`config.mk`:
```
export PLATFORM = sky130hd
export DESIGN_NAME = ulsce_top
export DESIGN_NICKNAME = d
export VERILOG_FILES = /design/src/ulsce_pkg.sv /design/src/ulsce_top.sv
export VERILOG_INCLUDE_DIRS = /design/src
export SDC_FILE = /design/constraint.sdc
export NUM_CORES = 1
export LEC_CHECK = 0
export ABC_AREA = 1
export BUFFER_PORTS_ARGS = -buffer_cell sky130_fd_sc_hd__buf_2
export CAP_MARGIN = 20
export CORE_MARGIN = 1
export CORE_UTILIZATION = 52
export DETAILED_ROUTE_END_ITERATION = 8
export PLACE_DENSITY_LB_ADDON = 0.2
export SYNTH_ARGS = -nofsm -noshare
export SYNTH_HDL_FRONTEND = slang
export SYNTH_SLANG_ARGS = --single-unit
```
`constraint.sdc`:
```
create_clock -name REF_CLK -period 4.1 [get_ports REF_CLK]
set_input_delay 0.82 -clock REF_CLK [delete_from_list [all_inputs] [get_ports REF_CLK]]
set_output_delay 0.82 -clock REF_CLK [all_outputs]
set_load 0.01 [all_outputs]
```
`src/ulsce_regs.svh`:
```
// Register offsets, field positions, reset values and counts
`ifndef ULSCE_REGS_SVH
`define ULSCE_REGS_SVH

// ----------------------------------------------------------------
// Register byte offsets
// ----------------------------------------------------------------
`define ULSCE_STATUS_OFS 12'h000
`define ULSCE_CONTROL_OFS 12'h004

// ----------------------------------------------------------------
// Status register fields
// ----------------------------------------------------------------
`define ULSCE_ST_LBK 7
`define ULSCE_ST_EDGE 6
`define ULSCE_ST_RX_INV 4
`define ULSCE_ST_WID 3
`define ULSCE_ST_LONG_BRK 2
`define ULSCE_ST_LIN_DET 1
`define ULSCE_ST_BUSY 0

// ----------------------------------------------------------------
// Control register fields
// ----------------------------------------------------------------
`define ULSCE_CT_RX_NINTH 7
`define ULSCE_CT_TX_NINTH 6
`define ULSCE_CT_DIR 5
`define ULSCE_CT_TX_INV 4
`define ULSCE_CT_OVR_EN 3
`define ULSCE_CT_NOISE_EN 2
`define ULSCE_CT_FRAME_EN 1
`define ULSCE_CT_PARITY_EN 0

// ----------------------------------------------------------------
// Reset values, bit-time counts and bus response codes
// ----------------------------------------------------------------
`define ULSCE_STATUS_RST 8'h00
`define ULSCE_CONTROL_RST 8'h00
`define ULSCE_TXBRK_SHORT 4'hA
`define ULSCE_TXBRK_LONG 4'hD
`define ULSCE_RXBRK_BASE 4'hA
`define ULSCE_RESP_OKAY 2'h0
`define ULSCE_RESP_SLVERR 2'h2

`endif

```
`src/ulsce_pkg.sv`:
```
// Types shared by the line status and control block
package ulsce_pkg;

    // Transmit break sequencer states
    typedef enum logic [1:0]
    {
        ULSCE_TB_IDLE = 2'h1,
        ULSCE_TB_SEND = 2'h2
    } ulsce_tb_state_t;

    // Register byte
    typedef logic [7:0] ulsce_byte_t;

endpackage : ulsce_pkg

```
`src/ulsce_top.sv`:
```
// Extended line status and control logic of an asynchronous serial port
`timescale 1ns/1ps
`include "ulsce_regs.svh"

module ulsce_top #(
    parameter int CNT_W = 4
) (
    input wire logic REF_CLK,
    input wire logic RESETN,
    input wire logic [11:0] S_AXI_AWADDR,
    input wire logic S_AXI_AWVALID,
    output logic S_AXI_AWREADY,
    input wire logic [31:0] S_AXI_WDATA,
    input wire logic [3:0] S_AXI_WSTRB,
    input wire logic S_AXI_WVALID,
    output logic S_AXI_WREADY,
    output logic [1:0] S_AXI_BRESP,
    output logic S_AXI_BVALID,
    input wire logic S_AXI_BREADY,
    input wire logic [11:0] S_AXI_ARADDR,
    input wire logic S_AXI_ARVALID,
    output logic S_AXI_ARREADY,
    output logic [31:0] S_AXI_RDATA,
    output logic [1:0] S_AXI_RRESP,
    output logic S_AXI_RVALID,
    input wire logic S_AXI_RREADY,
    input wire logic DATA_NINE_BITS,
    input wire logic RECEIVER_STANDBY,
    input wire logic LOOPBACK_SELECT,
    input wire logic RECEIVER_SOURCE_SELECT,
    input wire logic RX_BIT_TICK,
    input wire logic TX_BIT_TICK,
    input wire logic RX_PIN,
    input wire logic TX_PIN_I,
    output logic TX_PIN_O,
    output logic TX_PIN_OE,
    output logic RX_LINE,
    input wire logic TX_SERIAL_RAW,
    input wire logic TX_BREAK_REQ,
    output logic TX_BREAK_ACTIVE,
    output logic TX_BREAK_DONE,
    input wire logic CORE_START_VALID,
    input wire logic CORE_LINE_IDLE,
    input wire logic CORE_IDLE_SET,
    input wire logic CORE_FRAME_ERR_SET,
    input wire logic CORE_RXFULL_SET,
    output logic IDLE_SET_OUT,
    output logic FRAME_ERR_SET_OUT,
    output logic RXFULL_SET_OUT,
    input wire logic RX_NINTH_IN,
    input wire logic DATA_WRITE,
    output logic TX_NINTH_OUT,
    input wire logic OVERRUN_FLAG,
    input wire logic NOISE_FLAG,
    input wire logic FRAME_ERROR_FLAG,
    input wire logic PARITY_FLAG,
    output logic ERR_IRQ,
    output logic RECEIVE_BUSY_FLAG,
    output logic BREAK_DETECT
);

    // ------------------------------------------------------------
    // Parameter check
    // ------------------------------------------------------------
    if (CNT_W < 4)
    begin : g_bad_cnt_w
        $error("CNT_W must be at least 4");
    end

    // ------------------------------------------------------------
    // Declarations
    // ------------------------------------------------------------
    logic aw_full_reg, aw_full_next, w_full_reg, w_full_next;
    logic [11:0] awaddr_reg, awaddr_next;
    logic [7:0] wdata_reg, wdata_next;
    logic wstrb_reg, wstrb_next;
    logic awready_reg, awready_next, wready_reg, wready_next;
    logic bvalid_reg, bvalid_next, arready_reg, arready_next;
    logic rvalid_reg, rvalid_next;
    logic [1:0] bresp_reg, bresp_next, rresp_reg, rresp_next;
    logic [31:0] rdata_reg, rdata_next;
    logic do_wr, wr_stat, wr_ctrl;
    ulsce_pkg::ulsce_byte_t stat_rd, ctrl_reg, ctrl_next;
    logic [4:1] stat_cfg_reg, stat_cfg_next;
    logic lbk_flag_reg, lbk_flag_next, edge_flag_reg, edge_flag_next;
    logic busy_reg, busy_next, rx9_reg, rx9_next, tx9_out_reg, tx9_out_next;
    logic line_reg, line_next, line_d_reg, rx_src, rx_edge;
    logic [CNT_W-1:0] low_cnt_reg, low_cnt_next, rx_thr;
    logic break_hit, brk_reg, brk_next;
    logic idle_o_reg, idle_o_next, ferr_o_reg, ferr_o_next;
    logic full_o_reg, full_o_next, irq_reg, irq_next;
    ulsce_pkg::ulsce_tb_state_t tb_state_reg, tb_state_next;
    logic [CNT_W-1:0] tb_cnt_reg, tb_cnt_next, tx_len;
    logic tb_done_reg, tb_done_next;
    logic tx_level, sw_mode, pin_o_reg, pin_o_next, pin_oe_reg, pin_oe_next;
    logic rx_inv, lin_det;

    assign rx_inv = stat_cfg_reg[`ULSCE_ST_RX_INV];
    assign lin_det = stat_cfg_reg[`ULSCE_ST_LIN_DET];
    assign sw_mode = LOOPBACK_SELECT & RECEIVER_SOURCE_SELECT;

    // ------------------------------------------------------------
    // AXI4-Lite slave
    // ------------------------------------------------------------

    // Read view of the status register
    // Bit five zero
    assign stat_rd = {lbk_flag_reg, edge_flag_reg, 1'b0,
                      stat_cfg_reg, busy_reg};

    // Next state of both bus channels
    always_comb
    begin
        aw_full_next = aw_full_reg;
        w_full_next = w_full_reg;
        awaddr_next = awaddr_reg;
        wdata_next = wdata_reg;
        wstrb_next = wstrb_reg;
        bvalid_next = bvalid_reg;
        bresp_next = bresp_reg;
        rvalid_next = rvalid_reg;
        rresp_next = rresp_reg;
        rdata_next = rdata_reg;
        do_wr = aw_full_reg & w_full_reg & ~bvalid_reg;
        if (S_AXI_AWVALID & awready_reg)
        begin
            aw_full_next = 1'b1;
            awaddr_next = S_AXI_AWADDR;
        end
        if (S_AXI_WVALID & wready_reg)
        begin
            w_full_next = 1'b1;
            wdata_next = S_AXI_WDATA[7:0];
            wstrb_next = S_AXI_WSTRB[0];
        end
        if (bvalid_reg & S_AXI_BREADY)
            bvalid_next = 1'b0;
        if (do_wr)
        begin
            aw_full_next = 1'b0;
            w_full_next = 1'b0;
            bvalid_next = 1'b1;
            if ((awaddr_reg[11:2] == `ULSCE_STATUS_OFS >> 2) ||
                (awaddr_reg[11:2] == `ULSCE_CONTROL_OFS >> 2))
                bresp_next = `ULSCE_RESP_OKAY;
            else
                bresp_next = `ULSCE_RESP_SLVERR;
        end
        if (rvalid_reg & S_AXI_RREADY)
            rvalid_next = 1'b0;
        if (S_AXI_ARVALID & arready_reg)
        begin
            rvalid_next = 1'b1;
            rresp_next = `ULSCE_RESP_OKAY;
            rdata_next = 32'h0000_0000;
            if (S_AXI_ARADDR[11:2] == `ULSCE_STATUS_OFS >> 2)
                rdata_next[7:0] = stat_rd;
            else if (S_AXI_ARADDR[11:2] == `ULSCE_CONTROL_OFS >> 2)
                rdata_next[7:0] = ctrl_reg;
            else
                rresp_next = `ULSCE_RESP_SLVERR;
        end
        awready_next = ~aw_full_next & ~bvalid_next;
        wready_next = ~w_full_next & ~bvalid_next;
        arready_next = ~rvalid_next;
    end

    assign wr_stat = do_wr & wstrb_reg &
                     (awaddr_reg[11:2] == `ULSCE_STATUS_OFS >> 2);
    assign wr_ctrl = do_wr & wstrb_reg &
                     (awaddr_reg[11:2] == `ULSCE_CONTROL_OFS >> 2);

    // Bus channel registers
    always_ff @(posedge REF_CLK or negedge RESETN)
    begin
        if (!RESETN)
        begin
            aw_full_reg <= 1'b0;
            w_full_reg <= 1'b0;
            awaddr_reg <= 12'h000;
            wdata_reg <= 8'h00;
            wstrb_reg <= 1'b0;
            awready_reg <= 1'b0;
            wready_reg <= 1'b0;
            bvalid_reg <= 1'b0;
            bresp_reg <= `ULSCE_RESP_OKAY;
            arready_reg <= 1'b0;
            rvalid_reg <= 1'b0;
            rresp_reg <= `ULSCE_RESP_OKAY;
            rdata_reg <= 32'h0000_0000;
        end
        else
        begin
            aw_full_reg <= aw_full_next;
            w_full_reg <= w_full_next;
            awaddr_reg <= awaddr_next;
            wdata_reg <= wdata_next;
            wstrb_reg <= wstrb_next;
            awready_reg <= awready_next;
            wready_reg <= wready_next;
            bvalid_reg <= bvalid_next;
            bresp_reg <= bresp_next;
            arready_reg <= arready_next;
            rvalid_reg <= rvalid_next;
            rresp_reg <= rresp_next;
            rdata_reg <= rdata_next;
        end
    end

    // ------------------------------------------------------------
    // Receive path, flags and gating
    // ------------------------------------------------------------

    // Receive source select
    // Single-wire input path
    assign rx_src = sw_mode ? TX_PIN_I :
                    (LOOPBACK_SELECT ? tx_level : RX_PIN);
    assign rx_edge = line_d_reg & ~line_reg;
    assign rx_thr = CNT_W'(`ULSCE_RXBRK_BASE) + CNT_W'(lin_det) +
                    CNT_W'(DATA_NINE_BITS);
    assign break_hit = RX_BIT_TICK & ~line_reg &
                       (low_cnt_reg == rx_thr - CNT_W'(1));

    // Next values of status, control and receive state
    always_comb
    begin
        line_next = rx_src ^ rx_inv;
        stat_cfg_next = stat_cfg_reg;
        ctrl_next = ctrl_reg;
        if (wr_stat)
            stat_cfg_next = wdata_reg[4:1];
        if (wr_ctrl)
            ctrl_next[6:0] = wdata_reg[6:0];
        ctrl_next[`ULSCE_CT_RX_NINTH] = rx9_reg;
        low_cnt_next = low_cnt_reg;
        if (RX_BIT_TICK)
        begin
            if (line_reg)
                low_cnt_next = '0;
            else if (low_cnt_reg != rx_thr)
                low_cnt_next = low_cnt_reg + CNT_W'(1);
        end
        brk_next = break_hit;
        lbk_flag_next = (break_hit & lin_det) |
            (lbk_flag_reg & ~(wr_stat & wdata_reg[`ULSCE_ST_LBK]));
        edge_flag_next = rx_edge |
            (edge_flag_reg & ~(wr_stat & wdata_reg[`ULSCE_ST_EDGE]));
        busy_next = CORE_START_VALID | (busy_reg & ~CORE_LINE_IDLE);
        idle_o_next = CORE_IDLE_SET &
            (~RECEIVER_STANDBY | stat_cfg_reg[`ULSCE_ST_WID]);
        ferr_o_next = CORE_FRAME_ERR_SET & CORE_RXFULL_SET & ~lin_det;
        full_o_next = CORE_RXFULL_SET & ~lin_det;
        rx9_next = full_o_next ? RX_NINTH_IN : rx9_reg;
        tx9_out_next = DATA_WRITE ? ctrl_reg[`ULSCE_CT_TX_NINTH] :
                       tx9_out_reg;
        irq_next = (OVERRUN_FLAG & ctrl_reg[`ULSCE_CT_OVR_EN]) |
                   (NOISE_FLAG & ctrl_reg[`ULSCE_CT_NOISE_EN]) |
                   (FRAME_ERROR_FLAG & ctrl_reg[`ULSCE_CT_FRAME_EN]) |
                   (PARITY_FLAG & ctrl_reg[`ULSCE_CT_PARITY_EN]);
    end

    // Status, control and receive registers
    always_ff @(posedge REF_CLK or negedge RESETN)
    begin
        if (!RESETN)
        begin
            line_reg <= 1'b1;
            line_d_reg <= 1'b1;
            stat_cfg_reg <= 4'h0;
            ctrl_reg <= `ULSCE_CONTROL_RST;
            low_cnt_reg <= '0;
            brk_reg <= 1'b0;
            lbk_flag_reg <= 1'b0;
            edge_flag_reg <= 1'b0;
            busy_reg <= 1'b0;
            idle_o_reg <= 1'b0;
            ferr_o_reg <= 1'b0;
            full_o_reg <= 1'b0;
            rx9_reg <= 1'b0;
            tx9_out_reg <= 1'b0;
            irq_reg <= 1'b0;
        end
        else
        begin
            line_reg <= line_next;
            line_d_reg <= line_reg;
            stat_cfg_reg <= stat_cfg_next;
            ctrl_reg <= ctrl_next;
            low_cnt_reg <= low_cnt_next;
            brk_reg <= brk_next;
            lbk_flag_reg <= lbk_flag_next;
            edge_flag_reg <= edge_flag_next;
            busy_reg <= busy_next;
            idle_o_reg <= idle_o_next;
            ferr_o_reg <= ferr_o_next;
            full_o_reg <= full_o_next;
            rx9_reg <= rx9_next;
            tx9_out_reg <= tx9_out_next;
            irq_reg <= irq_next;
        end
    end

    // ------------------------------------------------------------
    // Transmit break and pin drive
    // ------------------------------------------------------------

    assign tx_len = (stat_cfg_reg[`ULSCE_ST_LONG_BRK] ?
                     CNT_W'(`ULSCE_TXBRK_LONG) :
                     CNT_W'(`ULSCE_TXBRK_SHORT)) + CNT_W'(DATA_NINE_BITS);
    assign tx_level = (tb_state_reg == ulsce_pkg::ULSCE_TB_SEND) ?
                      1'b0 : TX_SERIAL_RAW;

    // Break sequencer and pin next values
    always_comb
    begin
        tb_state_next = tb_state_reg;
        tb_cnt_next = tb_cnt_reg;
        tb_done_next = 1'b0;
        case (tb_state_reg)
            ulsce_pkg::ULSCE_TB_IDLE:
            begin
                if (TX_BREAK_REQ)
                begin
                    tb_state_next = ulsce_pkg::ULSCE_TB_SEND;
                    tb_cnt_next = '0;
                end
            end
            ulsce_pkg::ULSCE_TB_SEND:
            begin
                if (TX_BIT_TICK)
                begin
                    tb_cnt_next = tb_cnt_reg + CNT_W'(1);
                    if (tb_cnt_reg == tx_len - CNT_W'(1))
                    begin
                        tb_state_next = ulsce_pkg::ULSCE_TB_IDLE;
                        tb_done_next = 1'b1;
                    end
                end
            end
            default:
                tb_state_next = ulsce_pkg::ULSCE_TB_IDLE;
        endcase
        pin_o_next = tx_level ^ ctrl_reg[`ULSCE_CT_TX_INV];
        pin_oe_next = sw_mode ? ctrl_reg[`ULSCE_CT_DIR] : 1'b1;
    end

    // Break sequencer and pin registers
    always_ff @(posedge REF_CLK or negedge RESETN)
    begin
        if (!RESETN)
        begin
            tb_state_reg <= ulsce_pkg::ULSCE_TB_IDLE;
            tb_cnt_reg <= '0;
            tb_done_reg <= 1'b0;
            pin_o_reg <= 1'b1;
            pin_oe_reg <= 1'b1;
        end
        else
        begin
            tb_state_reg <= tb_state_next;
            tb_cnt_reg <= tb_cnt_next;
            tb_done_reg <= tb_done_next;
            pin_o_reg <= pin_o_next;
            pin_oe_reg <= pin_oe_next;
        end
    end

    // Output drive
    assign S_AXI_AWREADY = awready_reg;
    assign S_AXI_WREADY = wready_reg;
    assign S_AXI_BVALID = bvalid_reg;
    assign S_AXI_BRESP = bresp_reg;
    assign S_AXI_ARREADY = arready_reg;
    assign S_AXI_RVALID = rvalid_reg;
    assign S_AXI_RRESP = rresp_reg;
    assign S_AXI_RDATA = rdata_reg;
    assign TX_PIN_O = pin_o_reg;
    assign TX_PIN_OE = pin_oe_reg;
    assign RX_LINE = line_reg;
    assign TX_BREAK_ACTIVE = (tb_state_reg == ulsce_pkg::ULSCE_TB_SEND);
    assign TX_BREAK_DONE = tb_done_reg;
    assign IDLE_SET_OUT = idle_o_reg;
    assign FRAME_ERR_SET_OUT = ferr_o_reg;
    assign RXFULL_SET_OUT = full_o_reg;
    assign TX_NINTH_OUT = tx9_out_reg;
    assign ERR_IRQ = irq_reg;
    assign RECEIVE_BUSY_FLAG = busy_reg;
    assign BREAK_DETECT = brk_reg;
endmodule : ulsce_top

```
Word-level counts from Yosys, hierarchy flattened

Index checks and enable logic that the tools add are counted.

Add/subtract/negate cells: 7
Reductions and logical operators: 8
Eq/ne operators: 10
Muxes and demuxes: 30
Bitwise logic cells: 50

Operators with widths:

| cell                | number |
|---|---|
| $and 1x1->1         | 30 |
| $eq 10x1->1 const B | 2 |
| $logic_not 10->1    | 2 |
| $mux 4              | 4 |
| $mux 8              | 2 |
| $mux 1              | 15 |
| $mux 2              | 6 |
| $not 1->1           | 11 |
| $add 4x1->4         | 2 |
| $add 4x1->4 const B | 2 |
| $eq 4x4->1          | 2 |
| $pmux 4 s2          | 1 |
| $sub 4x1->4 const B | 2 |
| $or 1x1->1          | 7 |
| $reduce_and 3->1    | 2 |
| $add 4x1->4 const A | 1 |
| $ne 2x2->1 const B  | 2 |
| $ne 4x4->1          | 1 |
| $pmux 2 s2          | 1 |
| $reduce_bool 2->1   | 2 |
| $mux 3              | 1 |
| $eq 2x1->1 const B  | 1 |
| $eq 2x2->1 const B  | 1 |
| $ne 2x1->1 const B  | 1 |
| 3 further kinds     | 4 |

Word-level logic and storage cells: 139
Input port bits: 88
Bits in registers: 77

Longest topological paths before layout

Depth after elaboration: 8
Gate-level depth with buffers: 8
Depth with buffers taken out: 8

Worst setup path before layout

No wires, ideal clock.

Path kind: input -> register
Start point: input port DATA_NINE_BITS
End point: register low_cnt_reg[1]
Buffers on the path: 0
Library setup time: 0.117 ns
Cell stages on the path: 6
Slack: 2.358 ns
Arrival time: 1.626 ns
Cells stage by stage: inv_1 -> ha_1 -> xnor2_1 -> nand3_2 -> nand3b_1 -> nand2_1

Cells in the longest elaborated chain, start to end: 4

Ends and longest elaborated chain:

| item                        | RTL line         | text |
|---|---|---|
| from (decl)                 | ulsce_top.sv:27  | `input wire logic DATA_NINE_BITS,` |
| $add 4x1->4                 | ulsce_top.sv:219 | `` assign rx_thr = CNT_W'(`ULSCE_RXBRK_BASE) + CNT_W'(lin_det) + `` |
| $ne 4x4->1                  | ulsce_top.sv:240 | `else if (low_cnt_reg != rx_thr)` |
| $reduce_bool 2->1 (no line) | -                |  |
| $reduce_and 2->1 (no line)  | -                |  |
| to (signal assigned)        | ulsce_top.sv:289 | `low_cnt_reg <= low_cnt_next;` |
| to (decl)                   | ulsce_top.sv:88  | `logic [CNT_W-1:0] low_cnt_reg, low_cnt_next, rx_thr;` |

No other way between the ends.
A chain may end at the register's enable or synchronous reset.

Final worst setup path

Start point: register tb_state_reg[0]
End point: output port TX_BREAK_ACTIVE

Cells in the longest elaborated chain, start to end: 1

Ends and longest elaborated chain:

| item                   | RTL line         | text |
|---|---|---|
| from (decl)            | ulsce_top.sv:92  | `ulsce_pkg::ulsce_tb_state_t tb_state_reg, tb_state_next;` |
| from (signal assigned) | ulsce_top.sv:352 | `tb_state_reg <= ulsce_pkg::ULSCE_TB_IDLE;` |
| from (signal assigned) | ulsce_top.sv:360 | `tb_state_reg <= tb_state_next;` |
| $eq 2x2->1             | ulsce_top.sv:380 | `assign TX_BREAK_ACTIVE = (tb_state_reg == ulsce_pkg::ULSCE_TB_SEND);` |
| to (decl)              | ulsce_top.sv:40  | `output logic TX_BREAK_ACTIVE,` |

No other way between the ends.

==> out/metrics.csv <==
stage,metric,value,unit
critical_path,Worst R2R Start,stat_cfg_reg[1],
route,vias,2848,
global_routing,gr usage total,20.8,%
place,hpwl dp,5.02,mm
cts,clock sinks,73,
floorplanning,cell row count,29,
route,Routed Antenna Nets,0,
route,Post-route DRC,11,
place,Post-Place Worst Slack,2070,ps
global_routing,number of global-route vias before repair,2622,
cells_and_area,Final #Nets,588,
floorplanning,core footprint,0.00646,mm^2
sta,min cycle time layout,1930,ps
power_and_ir_drop,Max IR drop VDD,0.341,mV
cells_and_area,max reg flops,10,
cts,CTS H-tree lvls,3,
floorplanning,Die H,84.6,um
route,WL met1,3.10,mm
global_routing,grt total ovfl,0,
cells_and_area,design area,0.00423,mm^2
cts,CTS Buf Count,9,
sta,skew final,7.05,ps
global_routing,initial antenna violation count,0,
floorplanning,Die ar.,0.00716,mm^2
synth,register area share after synthesis,51.6,%
cells_and_area,sequential cell area,0.00183,mm^2
cts,"Reg clk slew, reported paths",80,ps
power_and_ir_drop,Pwr Total,2.38,mW
floorplanning,die width,84.6,um
sta,Slew Limit Fails,0,
cts,Post-CTS Hold Fix Bufs,0,
global_routing,largest net degree at the start of global routing,49,
cts,Clock Path Buffers,2,
route,met2 WL,3.21,mm
route,Initial DRT Pass Iterations,9,
sta,RSZ-0062 raised after global routing,no,
route,drt first-iter violations,154,
floorplanning,I/O pins,141,
critical_path,Worst EP arrival,1110,ps
route,max layer used,met4,
sta,worst slew pin tran,580,ps
cts,Post-CTS Setup Bufs,0,
place,port bufs,83,
cells_and_area,Area growth syn-to-layout,19.1,%
synth,mapped cell area,0.00355,mm^2
worst_hold_path,Hold Path Class,reg2reg,
cells_and_area,filler cell count in the final layout,528,
worst_hold_path,Cells on Worst Hold Path,0,
cts,post-CTS sizing,0,
place,"Cell Area, Placed",0.00395,mm^2
critical_path,Critical Path End Type,primary output,
sta,Final setup viols,0,
route,average vias per placed instance,4.94,
status,status,"complete, but fails checks",
critical_path,Setup Crit Path Kind,reg2out,
sta,"Hold Vio Cnt, Final",0,
worst_hold_path,Min-Delay Startpoint,rx9_reg,
synth,Ys Warns,0,
critical_path,FF-to-FF path depth,7,
global_routing,global-route wire length before repair,11.7,mm
critical_path,critical path required time,3280,ps
synth,Synth Instances,404,
cts,CTS tree,yes,
cells_and_area,# diodes,0,
sta,worst rel slew slack,61.4,%
worst_hold_path,worst hold endpoint,ctrl_reg[7],
flow_run,total of max-cap violations,0,
synth,synth unique cells,35,
floorplanning,Initial Utilization,55.0,%
status,failing checks,DRC,
critical_path,R2R setup slack,2570,ps
critical_path,FF-to-FF End,low_cnt_reg[1],
synth,Syn Area/Cell,8.79,um^2
cts,CTS root buffer,clkbuf_8,
cts,"Clk Latency, worst-skew pair",340,ps
route,DR WL met3,407,um
cells_and_area,share of post-route cells with drive strength above 1,26.0,%
sta,worst setup margin,2170,ps
synth,Seq cells post-synth,73,
critical_path,"Max FO, Critical Path",8,
route,DR WL/cell,11.9,um
cells_and_area,Multi-input gate area,0.00147,mm^2
sta,Tcrit/Tclk final,47.1,%
power_and_ir_drop,PwrDens,562,mW/mm^2
route,drt total wl,6.89,mm
critical_path,CP Launch Type,flip-flop,
power_and_ir_drop,Pleak,2.34,nW
sta,maximum clock rate,517,MHz
sta,setup_tns,0,ps
place,GPL Wtd Cong,0.792,
-- stage by stage --
step                      util (%)  hold WS, ps  std cells
final                         65.5          383        577
after global routing          65.5          397        577
after CTS                     65.5          385        577
after detailed placement      61.2          379        561
after global placement        61.2          365        561
after floorplan                  -          354        429
-- layout by cell type (no fill, tap or decap), types with 6 or more instances in the layout --
cell type / instances
nor2_1: 21
a21oi_1: 7
buf_2: 83
nand4_1: 11
conb_1: 26
nor2_4: 7
nand3_1: 27
clkbuf_8: 11
o21ai_0: 14
inv_1: 34
o21ai_1: 6
dfrtp_1: 68
nand2_1: 137
-- critical path: stages, from the launching register on --
cell     delay [ps]
dfstp_2         570
nor2_4           70
buf_2           140
-- power by group --
part           internal [mW]  switching, mW
Sequential             0.907          0.136
Clock                  0.498          0.260
Combinational          0.197          0.380
Total                   1.60          0.777
-- layer usage --
metal  global-route usage, %  up-vias
li1                        -     1416
met2                    33.0      104
met1                    28.1     1311
met4                    10.0        0
met3                    3.44       17
met5                       0        -
-- kinds of logic (layout without fill, tap and decap cells) --
logic type      Yosys count  after routing  synth area share (%)
simple gates            222            222                  30.4
flops                    73             73                  51.6
compound gates           32             32                  4.86
xor+xnor                  5              5                  1.23
other cells               1             26                 0.106
buf+inv                  65            136                  9.73
fa+ha+maj                 5              5                  1.76
mux                       1              1                 0.317
-- cell usage after synthesis --
| cell | instances | share of area [%] |
|---|---|---|
| nand2_1 | 137 | 14 |
| dfrtp_1 | 68 | 48 |
| inv_1 | 34 | 3.6 |
| nand3_1 | 27 | 3.8 |
| buf_4 | 26 | 5.5 |
| nor2_1 | 21 | 2.2 |
| o21ai_0 | 14 | 2.0 |
| nand4_1 | 11 | 1.9 |
| a21oi_1 | 7 | 0.99 |
| nor2_4 | 7 | 2.2 |
| o21ai_1 | 6 | 0.85 |
| dfstp_2 | 5 | 3.7 |
| ha_1 | 5 | 1.8 |
| buf_2 | 3 | 0.42 |
| nand2_2 | 3 | 0.53 |
| nand2_4 | 3 | 0.95 |
| nor2_2 | 3 | 0.53 |
| xor2_1 | 3 | 0.74 |
| clkinv_1 | 2 | 0.21 |
| nand3_4 | 2 | 0.99 |
| nor2_8 | 2 | 1.1 |
| xnor2_1 | 2 | 0.49 |
| a21boi_0 | 1 | 0.21 |
| a21boi_1 | 1 | 0.21 |
| a21oi_2 | 1 | 0.25 |
| a31oi_1 | 1 | 0.18 |
| and3_1 | 1 | 0.18 |
| conb_1 | 1 | 0.11 |
| mux2_2 | 1 | 0.32 |
| nand3_2 | 1 | 0.28 |
| nand3b_1 | 1 | 0.21 |
| nand4_4 | 1 | 0.60 |
| nor3_1 | 1 | 0.14 |
| o21bai_1 | 1 | 0.21 |
| or2_2 | 1 | 0.18 |
-- worst max path at each step --
stage                    startpoint               to  slack, ps  cells past startpoint
finish              tb_state_reg[0]  TX_BREAK_ACTIVE       2170                      2
CTS                 tb_state_reg[0]  TX_BREAK_ACTIVE       2150                      2
floorplan            DATA_NINE_BITS   low_cnt_reg[1]       2360                      6
detailed placement   DATA_NINE_BITS   low_cnt_reg[1]       2070                      8
global route        tb_state_reg[1]  TX_BREAK_ACTIVE       2100                      3
global placement     DATA_NINE_BITS   low_cnt_reg[3]       2120                      8
-- layout make-up --
type,count,area share [%]
repair buffers,84,10.0
well taps,77,2.28
multi-input cells,291,34.7
clock buffers,11,3.58
flip-flops and latches,73,43.3
clock inverters,5,2.96
inverters,36,3.19
Power figures use the tool's default switching activity.
